**src/rtl/accel_pkg.sv**
```systemverilog
package accel_pkg;
	// Register offsets
	localparam logic [7:0] ADDR_STATUS = 8'h00;
	localparam logic [7:0] ADDR_XH = 8'h01;
	localparam logic [7:0] ADDR_XL = 8'h02;
	localparam logic [7:0] ADDR_YH = 8'h03;
	localparam logic [7:0] ADDR_YL = 8'h04;
	localparam logic [7:0] ADDR_ZH = 8'h05;
	localparam logic [7:0] ADDR_ZL = 8'h06;
	localparam logic [7:0] ADDR_FSETUP = 8'h09;
	localparam logic [7:0] ADDR_DCFG = 8'h0E;
	localparam logic [7:0] ADDR_HCUT = 8'h0F;
	// Reset value of every register
	localparam logic [7:0] REG_RESET = 8'h00;
	// Sample and FIFO geometry
	localparam int SAMPLE_W = 14;
	localparam int LOW_W = 6;
	localparam int FIFO_DEPTH = 32;
	localparam int FIFO_W = 3 * SAMPLE_W;
	localparam int PTR_W = 5;
	localparam int CNT_W = 6;
	localparam logic [CNT_W-1:0] CNT_FULL = 6'h20;
	// Read position of the last byte of a sample
	localparam logic [2:0] LAST_FULL = 3'h5;
	localparam logic [2:0] LAST_FAST = 3'h2;
	// Field positions
	localparam int FMODE_HI = 7;
	localparam int FMODE_LO = 6;
	localparam int WMRK_HI = 5;
	localparam int HPF_OUT_BIT = 4;
	localparam int RANGE_HI = 1;
	localparam int TAP_HPF_BYP_BIT = 5;
	localparam int TAP_LPF_EN_BIT = 4;
	localparam int CUT_HI = 1;
	// FIFO mode codes
	localparam logic [1:0] FMODE_OFF = 2'h0;
	localparam logic [1:0] FMODE_CIRC = 2'h1;
	localparam logic [1:0] FMODE_STOP = 2'h2;
	localparam logic [1:0] FMODE_TRIG = 2'h3;
	// Oversampling mode with the lowest filter corner
	localparam logic [1:0] PWR_LOW_POWER = 2'h3;
	// Clock and base output rate
	localparam int CLK_HZ = 25000000;
	localparam int BASE_ODR_HZ = 800;
	localparam int BASE_DIV = CLK_HZ / BASE_ODR_HZ;
	// High-pass filter fraction bits and base shift
	localparam int HPF_FRAC = 8;
	localparam int ACC_W = SAMPLE_W + HPF_FRAC;
	localparam logic [3:0] HPF_BASE_SHIFT = 4'h2;

	// Rate code to power-of-two slow-down from the base rate
	function automatic logic [3:0] rate_shift(input logic [2:0] code);
		case (code)
			3'h0: return 4'h0;
			3'h1: return 4'h1;
			3'h2: return 4'h2;
			3'h3: return 4'h3;
			3'h4: return 4'h4;
			3'h5: return 4'h6;
			3'h6: return 4'h7;
			default: return 4'h9;
		endcase
	endfunction

	// Upper byte of a left-justified sample
	function automatic logic [7:0] hi_byte(input logic [SAMPLE_W-1:0] s);
		return s[SAMPLE_W-1:LOW_W];
	endfunction

	// Lower byte of a left-justified sample, two unused bits
	function automatic logic [7:0] lo_byte(input logic [SAMPLE_W-1:0] s);
		return {s[LOW_W-1:0], 2'h0};
	endfunction
endpackage

```
**src/rtl/accel_output_path.sv**
```systemverilog
// Summary of operation
// - Low byte holds sample bits 5:0 high
// - Y/Z high bytes hold bits 13:6
// - FIFO setup: mode 7:6, watermark 5:0
// - Above watermark flag, keep accepting samples
// - Load FIFO at wake or sleep rate
// - FIFO read returns oldest, count decrements
// - Partial burst: next read starts X
// - Unread Y/Z of burst are discarded
// - Trigger mode circular before trigger event
// - After trigger, fill then drop new
// - Data config bit 4 selects filtered output
// - Range code selects 2, 4, 8 g
// - Cutoff bit 5 bypasses tap high-pass
// - Cutoff bit 4 enables tap low-pass
// - Cutoff field sets high-pass corner
// - Hybrid mode halves rate and corner
// - Fourteen-bit two's complement, left justified
// - FIFO on: X high is head, rest zero
// - Fast read skips low bytes on increment
`timescale 1ns/1ps
module accel_output_path #(
	parameter int BASE_DIV_CYC = accel_pkg::BASE_DIV
) (
	input wire logic ref_clk,
	input wire logic rst_b,
	input wire logic [accel_pkg::SAMPLE_W-1:0] x_sample_bits,
	input wire logic [accel_pkg::SAMPLE_W-1:0] y_sample_bits,
	input wire logic [accel_pkg::SAMPLE_W-1:0] z_sample_bits,
	input wire logic [2:0] wake_rate_field,
	input wire logic [2:0] sleep_rate_field,
	input wire logic sleep_active,
	input wire logic hybrid_mode,
	input wire logic fast_read,
	input wire logic [1:0] power_mode,
	input wire logic trig_event,
	input wire logic [7:0] reg_addr,
	input wire logic reg_wr,
	input wire logic [7:0] reg_wdata,
	input wire logic reg_rd,
	input wire logic burst_end,
	output logic [7:0] reg_rdata,
	output logic [7:0] reg_next_addr,
	output logic fifo_watermark_flag,
	output logic fifo_overflow,
	output logic [1:0] range_select,
	output logic tap_hpf_bypass,
	output logic tap_lpf_en
);
	import accel_pkg::*;

	// Whole state of the block
	typedef struct packed {
		logic [FIFO_DEPTH-1:0][FIFO_W-1:0] mem; // Sample store
		logic [PTR_W-1:0] wr_ptr; // Next slot to fill
		logic [PTR_W-1:0] rd_ptr; // Oldest sample
		logic [CNT_W-1:0] cnt; // Stored samples
		logic [2:0] pos; // Byte position within head
		logic trig_seen; // Trigger event taken
		logic ovf; // Sticky overflow
		logic wm; // Above watermark
		logic [31:0] div_cnt; // Rate divider
		logic tick; // Sample strobe
		logic ld_pend; // Filter output ready
		logic [SAMPLE_W-1:0] x_r; // Latest samples
		logic [SAMPLE_W-1:0] y_r;
		logic [SAMPLE_W-1:0] z_r;
		logic [7:0] fset; // FIFO setup
		logic [7:0] dcfg; // Range and output filter
		logic [7:0] hcut; // Cutoff and tap filters
		logic [7:0] rdata; // Read answer
		logic [7:0] next_addr; // Auto-increment address
	} path_s;

	path_s st_r;
	path_s st_nxt;
	logic [1:0] mode; // Current FIFO mode
	logic fifo_on; // FIFO drives the data window
	logic [2:0] last; // Last byte position of a sample
	logic [3:0] rate; // Effective rate shift
	logic [31:0] period; // Cycles per sample
	logic [3:0] hpf_shift; // Filter corner shift
	logic [2:0][SAMPLE_W-1:0] raw; // Front-end sample
	logic [2:0][SAMPLE_W-1:0] filt; // Filtered sample
	logic [FIFO_W-1:0] smp; // Sample to store
	logic [FIFO_W-1:0] head; // Oldest stored sample
	logic full; // No free slot
	logic circ; // Overwrite when full
	logic pop; // Remove head sample

	// Byte of the head sample at a read position
	function automatic logic [7:0] fifo_byte(input logic [FIFO_W-1:0] w,
		input logic [2:0] p, input logic fast);
		logic [1:0] ax;
		logic lo;
		logic [SAMPLE_W-1:0] s;
		ax = fast ? p[1:0] : p[2:1];
		lo = fast ? 1'b0 : p[0];
		case (ax)
			2'h0: s = w[FIFO_W-1 -: SAMPLE_W];
			2'h1: s = w[2*SAMPLE_W-1 -: SAMPLE_W];
			default: s = w[SAMPLE_W-1:0];
		endcase
		return lo ? lo_byte(s) : hi_byte(s);
	endfunction

	assign mode = st_r.fset[FMODE_HI:FMODE_LO];
	assign fifo_on = mode != FMODE_OFF;
	assign last = fast_read ? LAST_FAST : LAST_FULL;
	assign raw = {x_sample_bits, y_sample_bits, z_sample_bits};

	// System rate: sleep rate while asleep, halved in hybrid
	assign rate = rate_shift(sleep_active ? sleep_rate_field
		: wake_rate_field) + {3'h0, hybrid_mode};
	assign period = 32'(BASE_DIV_CYC) << rate;

	// Longer average gives lower corner; code 0 is highest
	assign hpf_shift = HPF_BASE_SHIFT
		+ {2'h0, st_r.hcut[CUT_HI:0]}
		+ {3'h0, power_mode == PWR_LOW_POWER};

	// Output filter runs once per sample strobe
	accel_hpf u_hpf (
		.ref_clk(ref_clk),
		.rst_b(rst_b),
		.en(st_r.tick),
		.shift(hpf_shift),
		.raw(raw),
		.filt(filt)
	);

	// Next state
	always_comb begin
		st_nxt = st_r;
		pop = 1'b0;
		head = st_r.mem[st_r.rd_ptr];
		smp = st_r.dcfg[HPF_OUT_BIT] ? filt : raw;
		full = 1'b0;
		circ = 1'b0;
		// Rate divider
		st_nxt.tick = 1'b0;
		if (st_r.div_cnt >= period - 32'h1) begin
			st_nxt.div_cnt = 32'h0;
			st_nxt.tick = 1'b1;
		end else begin
			st_nxt.div_cnt = st_r.div_cnt + 32'h1;
		end
		st_nxt.ld_pend = st_r.tick;
		// Register reads
		if (reg_rd) begin
			st_nxt.rdata = 8'h00;
			st_nxt.next_addr = reg_addr + 8'h01;
			// Fast read steps over the low bytes
			if (fast_read && (reg_addr == ADDR_XH ||
				reg_addr == ADDR_YH || reg_addr == ADDR_ZH)) begin
				st_nxt.next_addr = reg_addr + 8'h02;
			end
			case (reg_addr)
				ADDR_STATUS: begin
					// Status read shows and clears overflow
					st_nxt.rdata = {st_r.ovf, st_r.wm, st_r.cnt};
					st_nxt.ovf = 1'b0;
				end
				ADDR_XH: begin
					if (fifo_on) begin
						// Head stream stays on this address
						st_nxt.next_addr = ADDR_XH;
						if (st_r.cnt != '0) begin
							st_nxt.rdata = fifo_byte(head,
								st_r.pos, fast_read);
							if (st_r.pos >= last) begin
								pop = 1'b1;
							end else begin
								st_nxt.pos = st_r.pos + 3'h1;
							end
						end
					end else begin
						st_nxt.rdata = hi_byte(st_r.x_r);
					end
				end
				// Low and Y/Z bytes read zero while FIFO is on
				ADDR_XL: begin
					if (!fifo_on) begin
						st_nxt.rdata = lo_byte(st_r.x_r);
					end
				end
				ADDR_YH: begin
					if (!fifo_on) begin
						st_nxt.rdata = hi_byte(st_r.y_r);
					end
				end
				ADDR_YL: begin
					if (!fifo_on) begin
						st_nxt.rdata = lo_byte(st_r.y_r);
					end
				end
				ADDR_ZH: begin
					if (!fifo_on) begin
						st_nxt.rdata = hi_byte(st_r.z_r);
					end
				end
				ADDR_ZL: begin
					if (!fifo_on) begin
						st_nxt.rdata = lo_byte(st_r.z_r);
					end
				end
				ADDR_FSETUP: begin
					st_nxt.rdata = st_r.fset;
				end
				ADDR_DCFG: begin
					st_nxt.rdata = st_r.dcfg;
				end
				ADDR_HCUT: begin
					st_nxt.rdata = st_r.hcut;
				end
				default: begin
					st_nxt.rdata = 8'h00;
				end
			endcase
		end else if (burst_end && st_r.pos != 3'h0) begin
			// Burst stopped inside a sample: drop its remainder
			pop = 1'b1;
		end
		// Removing the head realigns the next read to X
		if (pop) begin
			st_nxt.rd_ptr = st_r.rd_ptr + 5'h01;
			st_nxt.cnt = st_r.cnt - 6'h01;
			st_nxt.pos = 3'h0;
		end
		// Register writes
		if (reg_wr) begin
			case (reg_addr)
				ADDR_FSETUP: begin
					// Mode changes assume a pass through off
					st_nxt.fset = reg_wdata;
					if (reg_wdata[FMODE_HI:FMODE_LO] != mode) begin
						st_nxt.trig_seen = 1'b0;
					end
					// Turning the FIFO off empties it
					if (reg_wdata[FMODE_HI:FMODE_LO] == FMODE_OFF) begin
						st_nxt.wr_ptr = '0;
						st_nxt.rd_ptr = '0;
						st_nxt.cnt = '0;
						st_nxt.pos = 3'h0;
					end
				end
				ADDR_DCFG: begin
					st_nxt.dcfg = reg_wdata;
				end
				ADDR_HCUT: begin
					st_nxt.hcut = reg_wdata;
				end
				default: begin
				end
			endcase
		end
		// Trigger event only counts in trigger mode
		if (trig_event && mode == FMODE_TRIG) begin
			st_nxt.trig_seen = 1'b1;
		end
		// New sample: output registers and FIFO
		if (st_r.ld_pend) begin
			st_nxt.x_r = smp[FIFO_W-1 -: SAMPLE_W];
			st_nxt.y_r = smp[2*SAMPLE_W-1 -: SAMPLE_W];
			st_nxt.z_r = smp[SAMPLE_W-1:0];
			if (st_nxt.fset[FMODE_HI:FMODE_LO] != FMODE_OFF) begin
				full = st_nxt.cnt == CNT_FULL;
				circ = mode == FMODE_CIRC ||
					(mode == FMODE_TRIG && !st_nxt.trig_seen);
				if (!full) begin
					st_nxt.mem[st_nxt.wr_ptr] = smp;
					st_nxt.wr_ptr = st_nxt.wr_ptr + 5'h01;
					st_nxt.cnt = st_nxt.cnt + 6'h01;
				end else begin
					// Set wins over a same-cycle status clear
					st_nxt.ovf = 1'b1;
					if (circ) begin
						// Oldest sample gives way to the newest
						st_nxt.mem[st_nxt.wr_ptr] = smp;
						st_nxt.wr_ptr = st_nxt.wr_ptr + 5'h01;
						st_nxt.rd_ptr = st_nxt.rd_ptr + 5'h01;
						st_nxt.pos = 3'h0;
					end
					// Otherwise the newest sample is dropped
				end
			end
		end
		st_nxt.wm = st_nxt.cnt > st_nxt.fset[WMRK_HI:0];
	end

	// State register
	always_ff @(posedge ref_clk or negedge rst_b) begin
		if (!rst_b) begin
			st_r <= '0;
		end else begin
			st_r <= st_nxt;
		end
	end

	// Outputs straight from state
	assign reg_rdata = st_r.rdata;
	assign reg_next_addr = st_r.next_addr;
	assign fifo_watermark_flag = st_r.wm;
	assign fifo_overflow = st_r.ovf;
	assign range_select = st_r.dcfg[RANGE_HI:0];
	assign tap_hpf_bypass = st_r.hcut[TAP_HPF_BYP_BIT];
	assign tap_lpf_en = st_r.hcut[TAP_LPF_EN_BIT];

	// Quiet cycle: no competing register or sample activity
	logic quiet;
	assign quiet = !reg_wr && !st_r.ld_pend && !trig_event;
endmodule // accel_output_path

```
**src/rtl/accel_hpf.sv**
```systemverilog
`timescale 1ns/1ps
module accel_hpf (
	input wire logic ref_clk,
	input wire logic rst_b,
	input wire logic en,
	input wire logic [3:0] shift,
	input wire logic [2:0][accel_pkg::SAMPLE_W-1:0] raw,
	output logic [2:0][accel_pkg::SAMPLE_W-1:0] filt
);
	import accel_pkg::*;

	// Running average and filtered output per axis
	typedef struct packed {
		logic [2:0][ACC_W-1:0] acc;
		logic [2:0][SAMPLE_W-1:0] out;
	} hpf_s;

	hpf_s st_r;
	hpf_s st_nxt;
	logic [2:0][ACC_W:0] diff;
	logic [2:0][ACC_W-1:0] acc_upd;

	// One first-order stage per axis
	genvar a;
	for (a = 0; a < 3; a++) begin : g_axis
		// Input minus the running average, both sign-extended by one bit
		assign diff[a] = {raw[a][SAMPLE_W-1], raw[a], {HPF_FRAC{1'b0}}}
			- {st_r.acc[a][ACC_W-1], st_r.acc[a]};
		// Average moves by a shifted share of the difference
		assign acc_upd[a] = st_r.acc[a]
			+ ACC_W'($signed(diff[a]) >>> shift);
	end

	// Update only on a new sample
	always_comb begin
		st_nxt = st_r;
		if (en) begin
			for (int i = 0; i < 3; i++) begin
				st_nxt.acc[i] = acc_upd[i];
				st_nxt.out[i] = diff[i][ACC_W-1:HPF_FRAC];
			end
		end
	end

	// State register
	always_ff @(posedge ref_clk or negedge rst_b) begin
		if (!rst_b) begin
			st_r <= '0;
		end else begin
			st_r <= st_nxt;
		end
	end

	assign filt = st_r.out;
endmodule // accel_hpf

```
**config.mk**
```make
export PLATFORM = sky130hd
export DESIGN_NAME = accel_output_path
export DESIGN_NICKNAME = d
export VERILOG_FILES = /design/src/rtl/accel_pkg.sv /design/src/rtl/accel_output_path.sv /design/src/rtl/accel_hpf.sv
export SDC_FILE = /design/constraint.sdc
export NUM_CORES = 2
export LEC_CHECK = 0
export BUFFER_PORTS_ARGS = -buffer_cell sky130_fd_sc_hd__buf_2
export CAP_MARGIN = 20
export CORE_ASPECT_RATIO = 1.75
export CORE_MARGIN = 2
export CORE_UTILIZATION = 36
export CTS_CLUSTER_SIZE = 25
export DETAILED_ROUTE_END_ITERATION = 10
export HOLD_SLACK_MARGIN = 0.05
export PLACE_DENSITY = 0.46
export SLEW_MARGIN = 30
export SYNTH_ARGS = -nofsm -noshare
export SYNTH_HDL_FRONTEND = slang
export SYNTH_SLANG_ARGS = --single-unit
```
**constraint.sdc**
```tcl
create_clock -name ref_clk -period 7.5 [get_ports ref_clk]
set_input_delay 0 -clock ref_clk [delete_from_list [all_inputs] [get_ports ref_clk]]
set_output_delay 0 -clock ref_clk [all_outputs]
set_load 0.02 [all_outputs]
```
==> impl_metrics.tcl <==
set metrics [dict create \
    synthesis.area_mm2 0.08443 \
    vdd_ir_drop_max_v 0.0001755 \
    wire_per_inst_um 28.22 \
    synth_top_area_share_pct 47.12 \
    viasPerCell 5.561 \
    yosysMostFrequentCell "dfrtp_1" \
    io_pins 97 \
    dp_slack_ns 0.7321 \
    grt_pass1_vias 54820 \
    finalSetupViolations 0 \
    grt_antenna_before_repair 10 \
    drv_cap 0 \
    ys_async_sr_fraction_pct 100.0 \
    leakagePower_nw 43.25 \
    fin_nets 6309 \
    netlist_top_cells_count "dfrtp_1, mux2_2, mux4_2, mux2_4, clkbuf_1" \
    coreArea_mm2 0.2338 \
    die_h_um 644.7 \
    startpoint_type "flop" \
    pwr-share-comb_pct 16.1 \
    final.setup.tns_ns 0 \
    clock_power_share_pct 40.8 \
    cp.required_ns 8.18 \
    p_int_mw 14.64 \
    grt_max_degree 170 \
    fin_ws_ns 0.9363 \
    path_class "flop to flop" \
    dp_hpwl_um 162800 \
    cts_buffer_depth 4 \
    cts_tree "done" \
    cts_made_buffers 165 \
    seq_power_share_pct 43.2 \
    cts-root-buf "clkbuf_16" \
    hold-worst-slack_ns 0.1303 \
    dpl_cell_area_mm2 0.08782 \
    die-width_um 370.1 \
    rsz0062_at_grt "no" \
    ys_seq_area_share_pct 47.12 \
    arrival_ns 7.24 \
    period_minus_slack_ns 6.564 \
    ys_ff_latch 1590 \
    post-route-drc-count 0 \
    path_clk_slew_ns 0.07 \
    post_cts_resized 0 \
    grt_pass1_wl_um 384700 \
    worstPathMaxFanout 5 \
    layout-drive-gt1-share_pct 37.63 \
    syn2layout_area_growth_pct 11.32 \
    syn_area_per_cell_um2 13.91 \
    critPathBufInv 1 \
    seqCellArea_mm2 0.03981 \
    port_buffers 96 \
    slew_violations 0 \
    num_rows 235 \
    fin_crit_sh_pct 87.52 \
    critPathCaptureType "flop" \
    htree_levels 4 \
    crit_family "compound AO/OA/AOI/OAI gates" \
    die_area_mm2 0.2386 \
    grt-ovfl-total 0 \
    p_sw_share_pct 28.07 \
    nFillCells 21660 \
    yosys_warnings 0 \
    insertion_delay_ns 0.83 \
    critPathMaxStageDelay_ns 0.74 \
    multi_input_area_mm2 0.04183 \
    yosys.area.top_type "dfrtp_1" \
    ant_nets 0 \
    powerDensity_mw_per_mm2 216.5 \
    max_slew.worst_pin.slew_ns 1.034 \
    initial_core_util_pct 36.12 \
    routed_wl_um 261000 \
    cpMaxStageDelayCell "a2111oi_0" \
    track_usage_pct 21.79 \
    hold_viol_final 0 \
    status "finished clean" \
    max_freq_mhz 152.4 \
    synth_edf_count 0 \
    path_cells "inv_1, ha_1, or3b_2, or4b_1, a21o_1, nand3_1, a21oi_1, xnor2_1, mux4_2, mux2_2, ha_1, a211o_1, a21o_1, a2111oi_1, nor3_1, a2111oi_0, o41a_1, nor3_1, nor4_1, o2111ai_1" \
    hold_path_class "input pin to flop" \
    vias 51430 \
    clock_sinks 1590 \
    yosys_most_used_dff "dfrtp_1" \
    final_area_mm2 0.09399 \
    synth_area_leaders "dfrtp_1, mux2_2, mux4_2, mux2_4, ha_1" \
    p_switching_mw 5.710 \
    ys_types 94 \
    fin_skew_ns 0.03562 \
    relSlewSlack_pct 31.09 \
    place.gp.congestion 0.8441 \
    fin_util_pct 40.21 \
    drtPass1Iterations 7 \
    synthCells 6068 \
    drt_iter0_drc 3172 \
]
-- worst register-to-register path, stage by stage, from the launching register on --
cell	delay, ns
dfrtp_1	0.36
inv_1	0.09
ha_1	0.37
or3b_2	0.49
or4b_1	0.52
a21o_1	0.22
nand3_1	0.09
a21oi_1	0.08
xnor2_1	0.22
mux4_2	0.50
mux2_2	0.28
ha_1	0.33
a211o_1	0.35
a21o_1	0.17
a2111oi_1	0.52
nor3_1	0.16
a2111oi_0	0.74
o41a_1	0.35
nor3_1	0.07
nor4_1	0.34
o2111ai_1	0.16
-- placed cells by master (no fill, tap or decap), drive strengths merged, types with 78 or more instances in the layout --
cell and count:
dfrtp 1590, mux2 1536, mux4 431, nand2 234
clkbuf 234, buf 230, nor2 201, ha 180
a21oi 150, o21ai 139, mux2i 118, inv 113
xnor2 99, dlygate4sd3 80, nor3 78
-- final cells by class --
class | instances | area share, %
Multi-Input combinational cell | 3871 | 44.50
Tap cell | 3081 | 4.101
Timing Repair Buffer | 310 | 2.994
Inverter | 113 | 0.4513
Sequential cell | 1590 | 42.36
Clock inverter | 44 | 0.5178
Antenna cell | 6 | 0.01597
Clock buffer | 234 | 5.057
-- final timing paths --
check / start / depth (start not counted) / to / slack, ns
max: u_hpf.st_r[94] / 20 / u_hpf.st_r[107] / 0.94
min: y_sample_bits[3] / 5 / u_hpf.filt[17] / 0.13
max reg2reg: u_hpf.st_r[94] / 20 / u_hpf.st_r[107] / 0.94
min reg2reg: u_hpf.st_r[63] / 1 / u_hpf.st_r[63] / 0.47
max in group asynchronous: rst_b / 5 / st_r[1142] / 5.66
min in group asynchronous: rst_b / 4 / st_r[108] / 0.41
-- metal layers --
| metal | vias to the layer above | global-route usage, % | share of wire, % | wire, um |
|---|---|---|---|---|
| met5 | - | 0 | 0 | 0 |
| met4 | 0 | 8.506 | 4.2 | 11070 |
| met3 | 398 | 1.895 | 2.6 | 6760 |
| met2 | 937 | 39.12 | 52 | 135700 |
| met1 | 27680 | 26.88 | 41 | 107400 |
| li1 | 22420 | - | - | - |
-- power groups by stage --
stage | clock network (mW) | registers (mW) | logic (mW)
after detailed placement | 0 | 8.94 | 3.23
after CTS | 8.56 | 8.78 | 3.31
after global placement | 0 | 8.94 | 3.22
after global routing | 8.86 | 8.78 | 3.66
after floorplan | 0 | 8.89 | 2.22
final | 8.29 | 8.78 | 3.27
-- flip-flops by register name, summed over array words and instances, names as in the netlist --
signal               cells
u_hpf.filt              42
tap_lpf_en               1
mode                     2
reg_rdata                8
u_hpf.st_r              66
fifo_overflow            1
reg_next_addr            8
st_nxt                   1
st_r                  1457
fifo_watermark_flag      1
range_select             2
tap_hpf_bypass           1
-- per-stage QoR --
step | power (mW) | cells
2_1_floorplan | 11.12 | 6069
3_3_place_gp | 12.16 | 8877
3_5_place_dp | 12.17 | 8881
4_1_cts | 20.64 | 9240
5_1_grt | 21.31 | 9245
6_report | 20.35 | 9249
-- cell families after synthesis --
family	synth area share (%)
compound gates	4.995
fa+ha+maj	2.762
xor+xnor	1.691
mux	35.16
other cells	0.004441
flops	47.12
buf+inv	3.518
simple gates	4.746
-- timing repair --
action | 4_1_cts | 5_1_grt
hold endpoints to repair | 564 | 0
buffers inserted | 0 | 0
hold buffers | 81 | 0
Power figures use the tool's default switching activity.
